File: src/design/ucd_defs.svh
// Shared constants for the serial command decoder and its controller.
// Included by the package; holds definitions only.
`ifndef UCD_DEFS_SVH
`define UCD_DEFS_SVH

// Command byte layout
`define UCD_RSV_BIT 7
`define UCD_AUX_MSB 6
`define UCD_AUX_LSB 4
`define UCD_TC_MSB 3
`define UCD_TC_LSB 2
`define UCD_RC_MSB 1
`define UCD_RC_LSB 0

// Auxiliary command codes
`define UCD_AUX_NONE 3'h0
`define UCD_AUX_RST_PTR 3'h1
`define UCD_AUX_RST_RX 3'h2
`define UCD_AUX_RST_TX 3'h3
`define UCD_AUX_RST_ERR 3'h4
`define UCD_AUX_RST_BRK 3'h5
`define UCD_AUX_START_BRK 3'h6
`define UCD_AUX_STOP_BRK 3'h7

// Transmit and receive command field codes
`define UCD_FLD_ENABLE 2'h1
`define UCD_FLD_DISABLE 2'h2

// Serial status register bit positions
`define UCD_ST_RB 7
`define UCD_ST_FE 6
`define UCD_ST_PE 5
`define UCD_ST_OE 4
`define UCD_ST_TRANSMITTER_EMPTY_FLAG 3
`define UCD_ST_HOLDING_REGISTER_EMPTY_FLAG 2
`define UCD_ST_RECEIVE_FIFO_FULL_FLAG 1
`define UCD_ST_RECEIVE_DATA_AVAILABLE_FLAG 0

// Receiver holding depth, transmit frame length (last bit index)
`define UCD_FIFO_FULL 2'h3
`define UCD_FIFO_EMPTY 2'h0
`define UCD_LAST_BIT 4'h9

// Controller register byte offsets
`define UCD_REG_CMD 8'h00
`define UCD_REG_STATUS 8'h04
`define UCD_REG_INT_STATUS 8'h08
`define UCD_REG_INT_MASK 8'h0C

// Controller status word bit positions
`define UCD_HS_BRKCHG 8
`define UCD_HS_TXEN 9
`define UCD_HS_RXEN 10
`define UCD_HS_MODEPTR 11
`define UCD_HS_BRKON 12

// Interrupt bits
`define UCD_INT_BRKCHG 0
`define UCD_INT_RECEIVE_DATA_AVAILABLE_FLAG 1
`define UCD_INT_HOLDING_REGISTER_EMPTY_FLAG 2
`define UCD_INT_CONFLICT 3
`define UCD_INT_WIDTH 4

`endif

File: src/design/ucd_pkg.sv
// Types shared by the command decoder, its controller and their link.
// Assumes ucd_defs.svh is on the include path.
`default_nettype none
`include "ucd_defs.svh"

package ucd_pkg;
  typedef logic [7:0] ucd_byte_t;
  typedef logic [2:0] ucd_aux_t;
  typedef logic [1:0] ucd_fld_t;

  typedef enum logic [2:0]
  {
    UCD_NONE = `UCD_AUX_NONE,
    UCD_RST_PTR = `UCD_AUX_RST_PTR,
    UCD_RST_RX = `UCD_AUX_RST_RX,
    UCD_RST_TX = `UCD_AUX_RST_TX,
    UCD_RST_ERR = `UCD_AUX_RST_ERR,
    UCD_RST_BRK = `UCD_AUX_RST_BRK,
    UCD_START_BRK = `UCD_AUX_START_BRK,
    UCD_STOP_BRK = `UCD_AUX_STOP_BRK
  } ucd_aux_e;

  typedef enum logic [1:0]
  {
    UCD_TX_IDLE = 2'h0,
    UCD_TX_SHIFT = 2'h1,
    UCD_TX_BREAK = 2'h3
  } ucd_tx_e;
endpackage

`default_nettype wire

File: src/design/ucd_link_if.sv
// Link between the command-writing controller and the decoder.
// Both ends run on the same mclk; the testbench joins them.
`timescale 1ns/1ps
`default_nettype none

interface ucd_link_if;
  logic cmdStrobe;
  ucd_pkg::ucd_byte_t cmdByte;
  ucd_pkg::ucd_byte_t statusByte;
  logic breakChange;
  logic txEnabled;
  logic rxEnabled;
  logic modePointer;
  logic breakActive;

  modport device
  (
    input cmdStrobe, cmdByte,
    output statusByte, breakChange, txEnabled, rxEnabled, modePointer, breakActive
  );

  modport host
  (
    output cmdStrobe, cmdByte,
    input statusByte, breakChange, txEnabled, rxEnabled, modePointer, breakActive
  );
endinterface

`default_nettype wire

File: src/design/ucd_device.sv
// Serial command decoder: decodes one command byte per strobe and keeps
// transmitter, receiver, error and break state of one serial channel.
// Assumes bitTick pulses once per bit time of the selected transmit clock.
`timescale 1ns/1ps
`default_nettype none

module ucd_device
(
  input wire logic mclk,
  input wire logic rstn,
  ucd_link_if.device link,
  input wire logic bitTick,
  input wire logic txLoad,
  input wire ucd_pkg::ucd_byte_t txData,
  input wire logic rxChar,
  input wire logic rxBreakIn,
  input wire logic rxFramingIn,
  input wire logic rxParityIn,
  input wire logic rxRead,
  input wire logic rxBreakChange,
  input wire logic modeAccess,
  input wire logic ctsFlowEnable,
  input wire logic clearToSendN,
  output logic serialTxOut
);
  import ucd_pkg::*;

  ucd_aux_t aux;
  ucd_fld_t txField;
  ucd_fld_t rxField;
  logic isRstPtr, isRstRx, isRstTx, isRstErr, isRstBrk, isStartBrk, isStopBrk;
  logic txEnCmd, txDisCmd, rxEnCmd, rxDisCmd;
  logic txEn, rxEn, holdValid, breakPend, stopReq, modePtr, brkChg;
  ucd_byte_t holdData;
  logic [8:0] shiftReg;
  logic [3:0] bitCnt;
  ucd_tx_e txState;
  logic ctsMeta, ctsSync, ctsOk, startChar, charDone;
  logic [1:0] fifoCount;
  logic rxPush, rxPop, fifoFull;
  logic [3:0] errFlag, errSet;
  logic holding_register_empty_flag, transmitter_empty_flag;

  // Decode lives only in the strobe cycle; nothing of the byte is kept
  assign aux = link.cmdByte[`UCD_AUX_MSB:`UCD_AUX_LSB];
  assign txField = link.cmdByte[`UCD_TC_MSB:`UCD_TC_LSB];
  assign rxField = link.cmdByte[`UCD_RC_MSB:`UCD_RC_LSB];
  assign isRstPtr = link.cmdStrobe && (aux == UCD_RST_PTR);
  assign isRstRx = link.cmdStrobe && (aux == UCD_RST_RX);
  assign isRstTx = link.cmdStrobe && (aux == UCD_RST_TX);
  assign isRstErr = link.cmdStrobe && (aux == UCD_RST_ERR);
  assign isRstBrk = link.cmdStrobe && (aux == UCD_RST_BRK);
  assign isStartBrk = link.cmdStrobe && (aux == UCD_START_BRK);
  assign isStopBrk = link.cmdStrobe && (aux == UCD_STOP_BRK);
  // A reset paired with an enable of the same direction: the reset wins
  assign txEnCmd = link.cmdStrobe && (txField == `UCD_FLD_ENABLE) && !isRstTx;
  assign txDisCmd = link.cmdStrobe && (txField == `UCD_FLD_DISABLE);
  assign rxEnCmd = link.cmdStrobe && (rxField == `UCD_FLD_ENABLE) && !isRstRx;
  assign rxDisCmd = link.cmdStrobe && (rxField == `UCD_FLD_DISABLE);

  // Clear-to-send pin synchroniser
  always_ff @(posedge mclk or negedge rstn)
  begin
    if (!rstn)
    begin
      ctsMeta <= 1'b1;
      ctsSync <= 1'b1;
    end
    else
    begin
      ctsMeta <= clearToSendN;
      ctsSync <= ctsMeta;
    end
  end

  assign ctsOk = !ctsFlowEnable || !ctsSync;

  // Mode register pointer
  always_ff @(posedge mclk or negedge rstn)
  begin
    if (!rstn)
      modePtr <= 1'b0;
    else if (isRstPtr)
      modePtr <= 1'b0;
    else if (modeAccess)
      modePtr <= 1'b1;
  end

  // Transmitter enable
  always_ff @(posedge mclk or negedge rstn)
  begin
    if (!rstn)
      txEn <= 1'b0;
    else if (isRstTx || txDisCmd)
      txEn <= 1'b0;
    else if (txEnCmd)
      txEn <= 1'b1;
  end

  assign startChar = bitTick && (txState == UCD_TX_IDLE) && holdValid && txEn
                     && !breakPend && ctsOk;
  assign charDone = bitTick && (txState == UCD_TX_SHIFT) && (bitCnt == `UCD_LAST_BIT);

  // Holding register; writes while not ready are dropped
  always_ff @(posedge mclk or negedge rstn)
  begin
    if (!rstn)
    begin
      holdValid <= 1'b0;
      holdData <= 8'h00;
    end
    else if (isRstTx || (txEnCmd && !txEn))
      holdValid <= 1'b0;
    else if (startChar)
      holdValid <= 1'b0;
    else if (txLoad && txEn && !holdValid)
    begin
      holdValid <= 1'b1;
      holdData <= txData;
    end
  end

  // Break request: accepted only with the transmitter enabled
  always_ff @(posedge mclk or negedge rstn)
  begin
    if (!rstn)
      breakPend <= 1'b0;
    else if (isRstTx || isStopBrk)
      breakPend <= 1'b0;
    else if (isStartBrk && txEn)
      breakPend <= 1'b1;
    else if (txState == UCD_TX_BREAK)
      breakPend <= 1'b0;
  end

  always_ff @(posedge mclk or negedge rstn)
  begin
    if (!rstn)
      stopReq <= 1'b0;
    else if (isRstTx || (txState != UCD_TX_BREAK))
      stopReq <= 1'b0;
    else if (isStopBrk)
      stopReq <= 1'b1;
  end

  // Transmit sequencer, stepped by the selected bit clock
  always_ff @(posedge mclk or negedge rstn)
  begin
    if (!rstn)
      txState <= UCD_TX_IDLE;
    else if (isRstTx)
      txState <= UCD_TX_IDLE;
    else
    begin
      unique case (txState)
        UCD_TX_IDLE:
          // A stop taken in the entry cycle cancels the break; it would be lost otherwise
          if (bitTick && breakPend && !isStopBrk)
            txState <= UCD_TX_BREAK;
          else if (startChar)
            txState <= UCD_TX_SHIFT;
        UCD_TX_SHIFT:
          if (charDone)
            txState <= UCD_TX_IDLE;
        UCD_TX_BREAK:
          if (bitTick && stopReq)
            txState <= UCD_TX_IDLE;
        default:
          txState <= UCD_TX_IDLE;
      endcase
    end
  end

  // Frame shifter: start bit, eight data bits, stop bit
  always_ff @(posedge mclk or negedge rstn)
  begin
    if (!rstn)
    begin
      shiftReg <= 9'h1FF;
      bitCnt <= 4'h0;
    end
    else if (startChar)
    begin
      shiftReg <= {1'b1, holdData};
      bitCnt <= 4'h0;
    end
    else if (bitTick && (txState == UCD_TX_SHIFT))
    begin
      shiftReg <= {1'b1, shiftReg[8:1]};
      bitCnt <= bitCnt + 4'h1;
    end
  end

  // Line driver; the break holds space until the stop is taken
  always_ff @(posedge mclk or negedge rstn)
  begin
    if (!rstn)
      serialTxOut <= 1'b1;
    else if (isRstTx)
      serialTxOut <= 1'b1;
    else if (txState == UCD_TX_IDLE && bitTick && breakPend && !isStopBrk)
      serialTxOut <= 1'b0;
    else if (startChar)
      serialTxOut <= 1'b0;
    else if (bitTick && (txState == UCD_TX_SHIFT))
      serialTxOut <= charDone ? 1'b1 : shiftReg[0];
    else if (bitTick && (txState == UCD_TX_BREAK) && stopReq)
      serialTxOut <= 1'b1;
  end

  assign holding_register_empty_flag = txEn && !holdValid;
  assign transmitter_empty_flag = holding_register_empty_flag && (txState == UCD_TX_IDLE);

  // Receiver enable and holding count
  always_ff @(posedge mclk or negedge rstn)
  begin
    if (!rstn)
      rxEn <= 1'b0;
    else if (isRstRx || rxDisCmd)
      rxEn <= 1'b0;
    else if (rxEnCmd)
      rxEn <= 1'b1;
  end

  assign fifoFull = (fifoCount == `UCD_FIFO_FULL);
  assign rxPush = rxChar && rxEn && !fifoFull;
  assign rxPop = rxRead && (fifoCount != `UCD_FIFO_EMPTY);

  always_ff @(posedge mclk or negedge rstn)
  begin
    if (!rstn)
      fifoCount <= `UCD_FIFO_EMPTY;
    else if (isRstRx)
      fifoCount <= `UCD_FIFO_EMPTY;
    else if (rxPush && !rxPop)
      fifoCount <= fifoCount + 2'h1;
    else if (rxPop && !rxPush)
      fifoCount <= fifoCount - 2'h1;
  end

  // Error flags: break, framing, parity, overrun; a new error beats the clear
  assign errSet = {rxPush && rxBreakIn, rxPush && rxFramingIn, rxPush && rxParityIn,
                   rxChar && rxEn && fifoFull};

  genvar gi;
  generate
    for (gi = 0; gi < 4; gi++)
    begin : g_err
      always_ff @(posedge mclk or negedge rstn)
      begin
        if (!rstn)
          errFlag[gi] <= 1'b0;
        else if (errSet[gi])
          errFlag[gi] <= 1'b1;
        else if (isRstErr)
          errFlag[gi] <= 1'b0;
      end
    end
  endgenerate

  always_ff @(posedge mclk or negedge rstn)
  begin
    if (!rstn)
      brkChg <= 1'b0;
    else if (rxBreakChange)
      brkChg <= 1'b1;
    else if (isRstBrk)
      brkChg <= 1'b0;
  end

  // Registered status towards the controller, one cycle behind the state
  always_ff @(posedge mclk or negedge rstn)
  begin
    if (!rstn)
    begin
      link.statusByte <= 8'h00;
      link.breakChange <= 1'b0;
      link.txEnabled <= 1'b0;
      link.rxEnabled <= 1'b0;
      link.modePointer <= 1'b0;
      link.breakActive <= 1'b0;
    end
    else
    begin
      link.statusByte <= {errFlag, transmitter_empty_flag, holding_register_empty_flag, fifoFull, fifoCount != `UCD_FIFO_EMPTY};
      link.breakChange <= brkChg;
      link.txEnabled <= txEn;
      link.rxEnabled <= rxEn;
      link.modePointer <= modePtr;
      link.breakActive <= (txState == UCD_TX_BREAK);
    end
  end
endmodule // ucd_device

`default_nettype wire

File: src/flat_wrapper.sv
// flat-port wrapper written by rule: the top's interface ports become plain ports
module ucd_device_flat import ucd_pkg::*;
  (mclk, rstn, bitTick, txLoad, txData, rxChar, rxBreakIn, rxFramingIn, rxParityIn, rxRead, rxBreakChange, modeAccess, ctsFlowEnable, clearToSendN, serialTxOut, link_cmdStrobe, link_cmdByte, link_statusByte, link_breakChange, link_txEnabled, link_rxEnabled, link_modePointer, link_breakActive);
  ucd_link_if link_i ();
  input wire logic mclk;
  input wire logic rstn;
  input wire logic bitTick;
  input wire logic txLoad;
  input wire ucd_pkg::ucd_byte_t txData;
  input wire logic rxChar;
  input wire logic rxBreakIn;
  input wire logic rxFramingIn;
  input wire logic rxParityIn;
  input wire logic rxRead;
  input wire logic rxBreakChange;
  input wire logic modeAccess;
  input wire logic ctsFlowEnable;
  input wire logic clearToSendN;
  output logic serialTxOut;
  input wire logic [$bits(link_i.cmdStrobe)-1:0] link_cmdStrobe;
  input wire logic [$bits(link_i.cmdByte)-1:0] link_cmdByte;
  output wire logic [$bits(link_i.statusByte)-1:0] link_statusByte;
  output wire logic [$bits(link_i.breakChange)-1:0] link_breakChange;
  output wire logic [$bits(link_i.txEnabled)-1:0] link_txEnabled;
  output wire logic [$bits(link_i.rxEnabled)-1:0] link_rxEnabled;
  output wire logic [$bits(link_i.modePointer)-1:0] link_modePointer;
  output wire logic [$bits(link_i.breakActive)-1:0] link_breakActive;
  assign link_i.cmdStrobe = link_cmdStrobe;
  assign link_i.cmdByte = link_cmdByte;
  assign link_statusByte = link_i.statusByte;
  assign link_breakChange = link_i.breakChange;
  assign link_txEnabled = link_i.txEnabled;
  assign link_rxEnabled = link_i.rxEnabled;
  assign link_modePointer = link_i.modePointer;
  assign link_breakActive = link_i.breakActive;
  ucd_device u_core (.mclk(mclk), .rstn(rstn), .link(link_i), .bitTick(bitTick), .txLoad(txLoad), .txData(txData), .rxChar(rxChar), .rxBreakIn(rxBreakIn), .rxFramingIn(rxFramingIn), .rxParityIn(rxParityIn), .rxRead(rxRead), .rxBreakChange(rxBreakChange), .modeAccess(modeAccess), .ctsFlowEnable(ctsFlowEnable), .clearToSendN(clearToSendN), .serialTxOut(serialTxOut));
endmodule
File: config.mk
export PLATFORM = sky130hd
export DESIGN_NAME = ucd_device_flat
export DESIGN_NICKNAME = d
export VERILOG_FILES = /design/src/design/ucd_pkg.sv /design/src/design/ucd_link_if.sv /design/src/design/ucd_device.sv /design/src/flat_wrapper.sv
export VERILOG_INCLUDE_DIRS = /design/src /design/src/design
export SDC_FILE = /design/constraint.sdc
export NUM_CORES = 1
export LEC_CHECK = 0
export BUFFER_PORTS_ARGS = -buffer_cell sky130_fd_sc_hd__clkbuf_2
export CORE_ASPECT_RATIO = 1.25
export CORE_MARGIN = 10
export CORE_UTILIZATION = 55
export CTS_BUF_LIST = sky130_fd_sc_hd__clkbuf_4 sky130_fd_sc_hd__clkbuf_8 sky130_fd_sc_hd__clkbuf_16
export CTS_CLUSTER_SIZE = 16
export DETAILED_ROUTE_END_ITERATION = 10
export GPL_TIMING_DRIVEN = 1
export HOLD_SLACK_MARGIN = 0.06
export PLACE_DENSITY_LB_ADDON = 0.1
export SYNTH_ARGS = -nofsm -noshare
export SYNTH_HDL_FRONTEND = slang
export SYNTH_SLANG_ARGS = --single-unit
File: constraint.sdc
create_clock -name mclk -period 4.2 [get_ports mclk]
set_clock_uncertainty 0.15 [all_clocks]
set_input_delay 0.21 -clock mclk [delete_from_list [all_inputs] [get_ports mclk]]
set_output_delay 0.21 -clock mclk [all_outputs]
set_load 0.02 [all_outputs]
# == After elaboration in Yosys (flattened, before gate mapping) ==
# Index checks and enable logic that the tools add are counted.
# word_totals
ff_bits,52
inputBits,30
output_inout_bits,14
# classes
bitwise_logic,2
muxes,40
n_eq_ne,19
add_sub_neg,3
n_reduce_logical,77
# ops
operator,n
logical AND 1 bit,42
2-to-1 mux 1 bit,27
nonzero test 2 bit,11
2-to-1 mux 9 bit,2
2-to-1 mux 2 bit,8
"equality test 3 bit, second input constant",4
zero test 1 bit,11
nonzero test 3 bit,3
"equality test 2 bit, second input constant",4
2-to-1 mux 4 bit,2
"equality test 2 x 1 -> 1 bit, second input constant",3
"equality test 3 x 2 -> 1 bit, second input constant",2
logical OR 1 bit,6
"!= test 3 x 1 -> 1 bit, second input constant",2
case mux 2 bit (3 select lines),1
AND reduction 3 bit,2
nonzero test 5 bit,1
"adder 4 x 1 -> 4 bit, second input constant",1
"equality test 4 bit, second input constant",1
"!= test 4 x 1 -> 1 bit, second input constant",1
"equality test 3 x 1 -> 1 bit, second input constant",1
"adder 2 x 1 -> 2 bit, second input constant",1
zero test 2 bit,1
"!= test 2 bit, second input constant",1
2 further kinds,3

# == Depth between registers and ports, before layout ==
# depth
depth_word,10
ltp_mapped,6

# == Least setup slack after synthesis ==
# No wires, ideal clock.
# synth_timing
path_kind,register to register
start,register u_core.fifoCount[0]
end,register u_core.fifoCount[1]
required_ns,3.973
arrival_ns,1.499
stages_incl_launch_ff,6
setup_slack_ns,2.473
setup_ns,0.077
cell_sequence,dfrtp_1 > and2_1 > nor2_1 > ha_1 > or3_1 > a21oi_1
# synth_between
elab_chain_len,6
word_cells_on_any_way,15
classes_between,add/sub: 2; eq/ne: 1; mux: 3; reduce/logical: 9
# synth_lines
element,line,text
start: declaration,ucd_device.sv:39,logic [1:0] fifoCount;
start signal: assignment,ucd_device.sv:232,fifoCount <= `UCD_FIFO_EMPTY;
start signal: assignment,ucd_device.sv:234,fifoCount <= `UCD_FIFO_EMPTY;
start signal: assignment,ucd_device.sv:236,fifoCount <= fifoCount + 2'h1;
equality test 2 bit (no line) (*),-,
named net u_core.fifoFull,ucd_device.sv:40,"logic rxPush, rxPop, fifoFull;"
zero test 1 bit (*),ucd_device.sv:226,assign rxPush = rxChar && rxEn && !fifoFull;
logical AND 1 bit (*),ucd_device.sv:226,
logical AND 1 bit / zero test 1 bit (equally long branches),"ucd_device.sv:235, ucd_device.sv:237",
2-to-1 mux 2 bit / logical AND 1 bit (equally long branches),"ucd_device.sv:235, ucd_device.sv:237",
2-to-1 mux 2 bit / nonzero test 3 bit (equally long branches),-,
# The timed path passes the listed nets; every way through them passes the cells marked *. The select of a mux whose other input is x is not followed.
# A chain may end at the register's enable or synchronous reset.

# == Worst setup path after layout ==
# layout_timing
start,register u_core.txEn
end,register u_core.serialTxOut
# layout_between
elab_chain_len,6
word_cells_on_any_way,7
classes_between,mux: 3; reduce/logical: 4
# layout_lines
element,line,text
start: declaration,ucd_device.sv:33,"logic txEn, rxEn, holdValid, breakPend, stopReq, modePtr, brkChg;"
start signal: assignment,ucd_device.sv:93,txEn <= 1'b0;
start signal: assignment,ucd_device.sv:95,txEn <= 1'b0;
start signal: assignment,ucd_device.sv:97,txEn <= 1'b1;
logical AND 1 bit (*),ucd_device.sv:100,assign startChar = bitTick && (txState == UCD_TX_IDLE) && holdValid && txEn
logical AND 1 bit (*) (2 in series),ucd_device.sv:101,&& !breakPend && ctsOk;
2-to-1 mux 1 bit,ucd_device.sv:203,else if (startChar)
2-to-1 mux 1 bit,ucd_device.sv:201,else if (txState == UCD_TX_IDLE && bitTick && breakPend && !isStopBrk)
2-to-1 mux 1 bit,ucd_device.sv:199,else if (isRstTx)
end signal: assignment,ucd_device.sv:206,serialTxOut <= charDone ? 1'b1 : shiftReg[0];
end: declaration,ucd_device.sv:24,output logic serialTxOut
# Mark *: on every way between the ends. The rest lies on a longest branch, timed or not.

==> metrics.txt <==
DR vias=1507; ys flop type=dfrtp_1; fill cell count=287; WP data arrival=2.29 ns; fin cells=279; H-tree depth=2; initial antenna violation count=0; flop and latch count out of synthesis=between 50 and 60; CTS clk-pin slew, worst paths=0.09 ns; largest cells by area after synthesis=dfrtp_1 (47%), dfstp_2 (14%), mux2_2 (4.3%), nand2_1 (3.2%), mux2i_1 (2.8%); Slew HR=29.03%; Ys Warns=0; ys async rst share=100.0%; die extent in x=75.40 µm; DRT met1 WL=1644 µm; Final min period=2.208 ns; Max Used Layer=met4; DR WL/cell=15.49 µm; CP max stage cell=a2111oi_4; WP buf/inv=0; DP HPWL=3014 µm; max-slew violations=0; endpoints failing setup=0; antenna diode count=0; First-pass DRT Iterations=4; GRT Overall Usage=14.66%; DR vias/cell=approximately 5.4; Max Cap Violations=0; Layout area overhead=24.91%; CTS tree=built; ratio of cells with drive above 1 in the final layout=30.96%; Worst path top cell family by delay=compound AO/OA/AOI/OAI gates; Worst Tran Pin Value=1.064 ns; met3 wire len=281 µm; Starting DRT DRC Count=56; Req. time, crit path=4.28 ns; wire length on met2=2328 µm; largest net degree at the start of global routing=52; full die area=6728 µm²; worst skew pair latency=~0.3 ns; starting density of the core=56.20%; CTS sink cnt=51; Port-buffer cells=42; Syn Area/Cell=approximately 12 µm²; crit end category=register; DRC errors left=0; total CTS buffers=5; IO Pins=between 40 and 50; Commonest cells post-synth=dfrtp_1 (40), nand2_1 (18), nor2_1 (14); total grt overflow=0; final net count=271; Vert. Die Dim=89.24 µm; clock buffer depth=2; status=complete, no violations; unrepaired setup endpoints after global routing=no; post-synthesis sequential area ratio=61.15%; vias in the first global route=1612; biggest area consumer among synthesized cells=dfrtp_1; post-route antenna net violation count=0; Tcrit/Tclk final=52.58%; EDFF count, synth=0; Netlist cell types=42; Post-Syn Nets=208; slowest stage delay, CP=0.86 ns; Root Buffer=clkbuf_8; most common cell in the netlist=dfrtp_1; Worst Path Max Fanout=22; cells after synthesis=175; row count=25; startpoint type of the worst setup path=register; f_max=0.4528 GHz; setup_tns=0 ns; pwr dens=603.5 nW/µm²; synthesized area=2110 µm²; worst-path cell chain=nand4b_1 -> a2111oi_4 -> o21ai_1 -> a21o_1; CP Class=register to register; peak supply drop=354.2 µV; gpl congestion=0.7621; first-pass GRT wire length=7521 µm; overall routed net length=4321 µm; dpl cells=251; Core Region=3754 µm²; post-synth top area share=a little under half; Static Leak=1.224 nW; Hold Path Class=primary input to register; final hold vios=0
## tightest hold or removal path, stage by stage
cell and delay [ns]:
clkbuf_2 0.10, a21oi_1 0.14, nor4_1 0.05
## cells by family (layout without fill, tap and decap cells)
| family | Yosys count | count (layout) | share of synthesized area [%] |
|---|---|---|---|
| DFF | 51 | 51 | 61.15 |
| buffers and inverters | 10 | 74 | 2.491 |
| AOI/OAI and AO/OA | 35 | 35 | 11.27 |
| and+or+nand+nor | 57 | 57 | 14.12 |
| adders and majority gates | 3 | 3 | 1.780 |
| xor gates and xnor gates | 5 | 5 | 2.076 |
| muxes | 14 | 14 | 7.118 |
## area by class of cell
cell class                      count  area (µm²)  area share [%]
Sequential cell                    51        1290           48.96
Clock inverter                      2       16.27          0.6173
Clock buffer                        6       82.58           3.134
Tap cell                           40       50.05           1.899
Multi-Input combinational cell    114       767.0           29.11
Inverter                            3       11.26          0.4273
Timing Repair Buffer               63       417.9           15.86
## registers in the layout, summed over array words and instances (netlist names), 2 cells and up
name                    count
u_core.fifoCount            2
u_core.shiftReg             8
u_core.bitCnt               4
u_core.holdData             8
u_core.errFlag              4
u_core.txState              2
u_core.link.statusByte      8
## layout by cell type, fill, tap and decap left out, types with 3 or more instances in the layout
cell,count
nor2_1,14
ha_1,3
clkbuf_2,42
nand3_1,3
xor2_1,4
mux2_2,8
o21ai_0,10
a21oi_1,10
a22o_1,3
mux2i_1,6
nand2_1,18
dfstp_2,11
clkbuf_8,6
inv_1,3
dlygate4sd3_1,20
dfrtp_1,40
## layer usage
metal | vias to the layer above | GRT usage, %
li1 | 732 | -
met1 | 737 | 16.31
met2 | 31 | 24.63
met3 | 7 | 5.889
met4 | 0 | 5.076
met5 | - | 0
## final timing paths
check	cells after the start	from	endpoint	slack, ns
worst max-delay path	4	u_core.txEn$_DFFE_PN0P_	u_core.serialTxOut$_DFFE_PN1P_	1.99
worst min-delay path	3	txLoad	u_core.holdValid$_DFFE_PN0P_	0.09
worst max register to register	4	u_core.txEn$_DFFE_PN0P_	u_core.serialTxOut$_DFFE_PN1P_	1.99
worst min register to register	0	u_core.ctsMeta$_DFF_PN1_	u_core.ctsSync$_DFF_PN1_	0.22
max in group asynchronous	3	rstn	u_core.stopReq$_DFFE_PN0P_	3.09
min in group asynchronous	3	rstn	u_core.holdData[1]$_DFFE_PN0P_	0.39
## repair_timing
item                       CTS  global route
hold endpoints to repair    57             0
gates resized for setup      0             0
hold buffers                20             0
setup endpoints to repair    0             0
setup buffers                0             0
## stage by stage
stage	utilization, %	hold slack (ns)	total power, mW	area (µm²)	setup slack [ns]
after CTS	70.20	0.07289	1.612	2635	1.964
after global placement	62.23	0.1469	1.260	2336	2.059
final	70.20	0.08858	1.590	2635	1.992
after global routing	70.20	0.1260	1.720	2635	1.756
after detailed placement	62.23	0.1504	1.298	2336	1.995
after floorplan	-	-0.2356	1.145	2110	2.473
## power breakdown
group          internal (mW)  leakage [nW]  switching (mW)  total [mW]
Sequential             0.704         0.582           0.119       0.823
Clock                  0.134        0.0474           0.157       0.291
Combinational          0.226         0.594           0.250       0.476
Total                   1.06          1.22           0.526        1.59
Note: power is estimated with default switching activity, not from simulation.
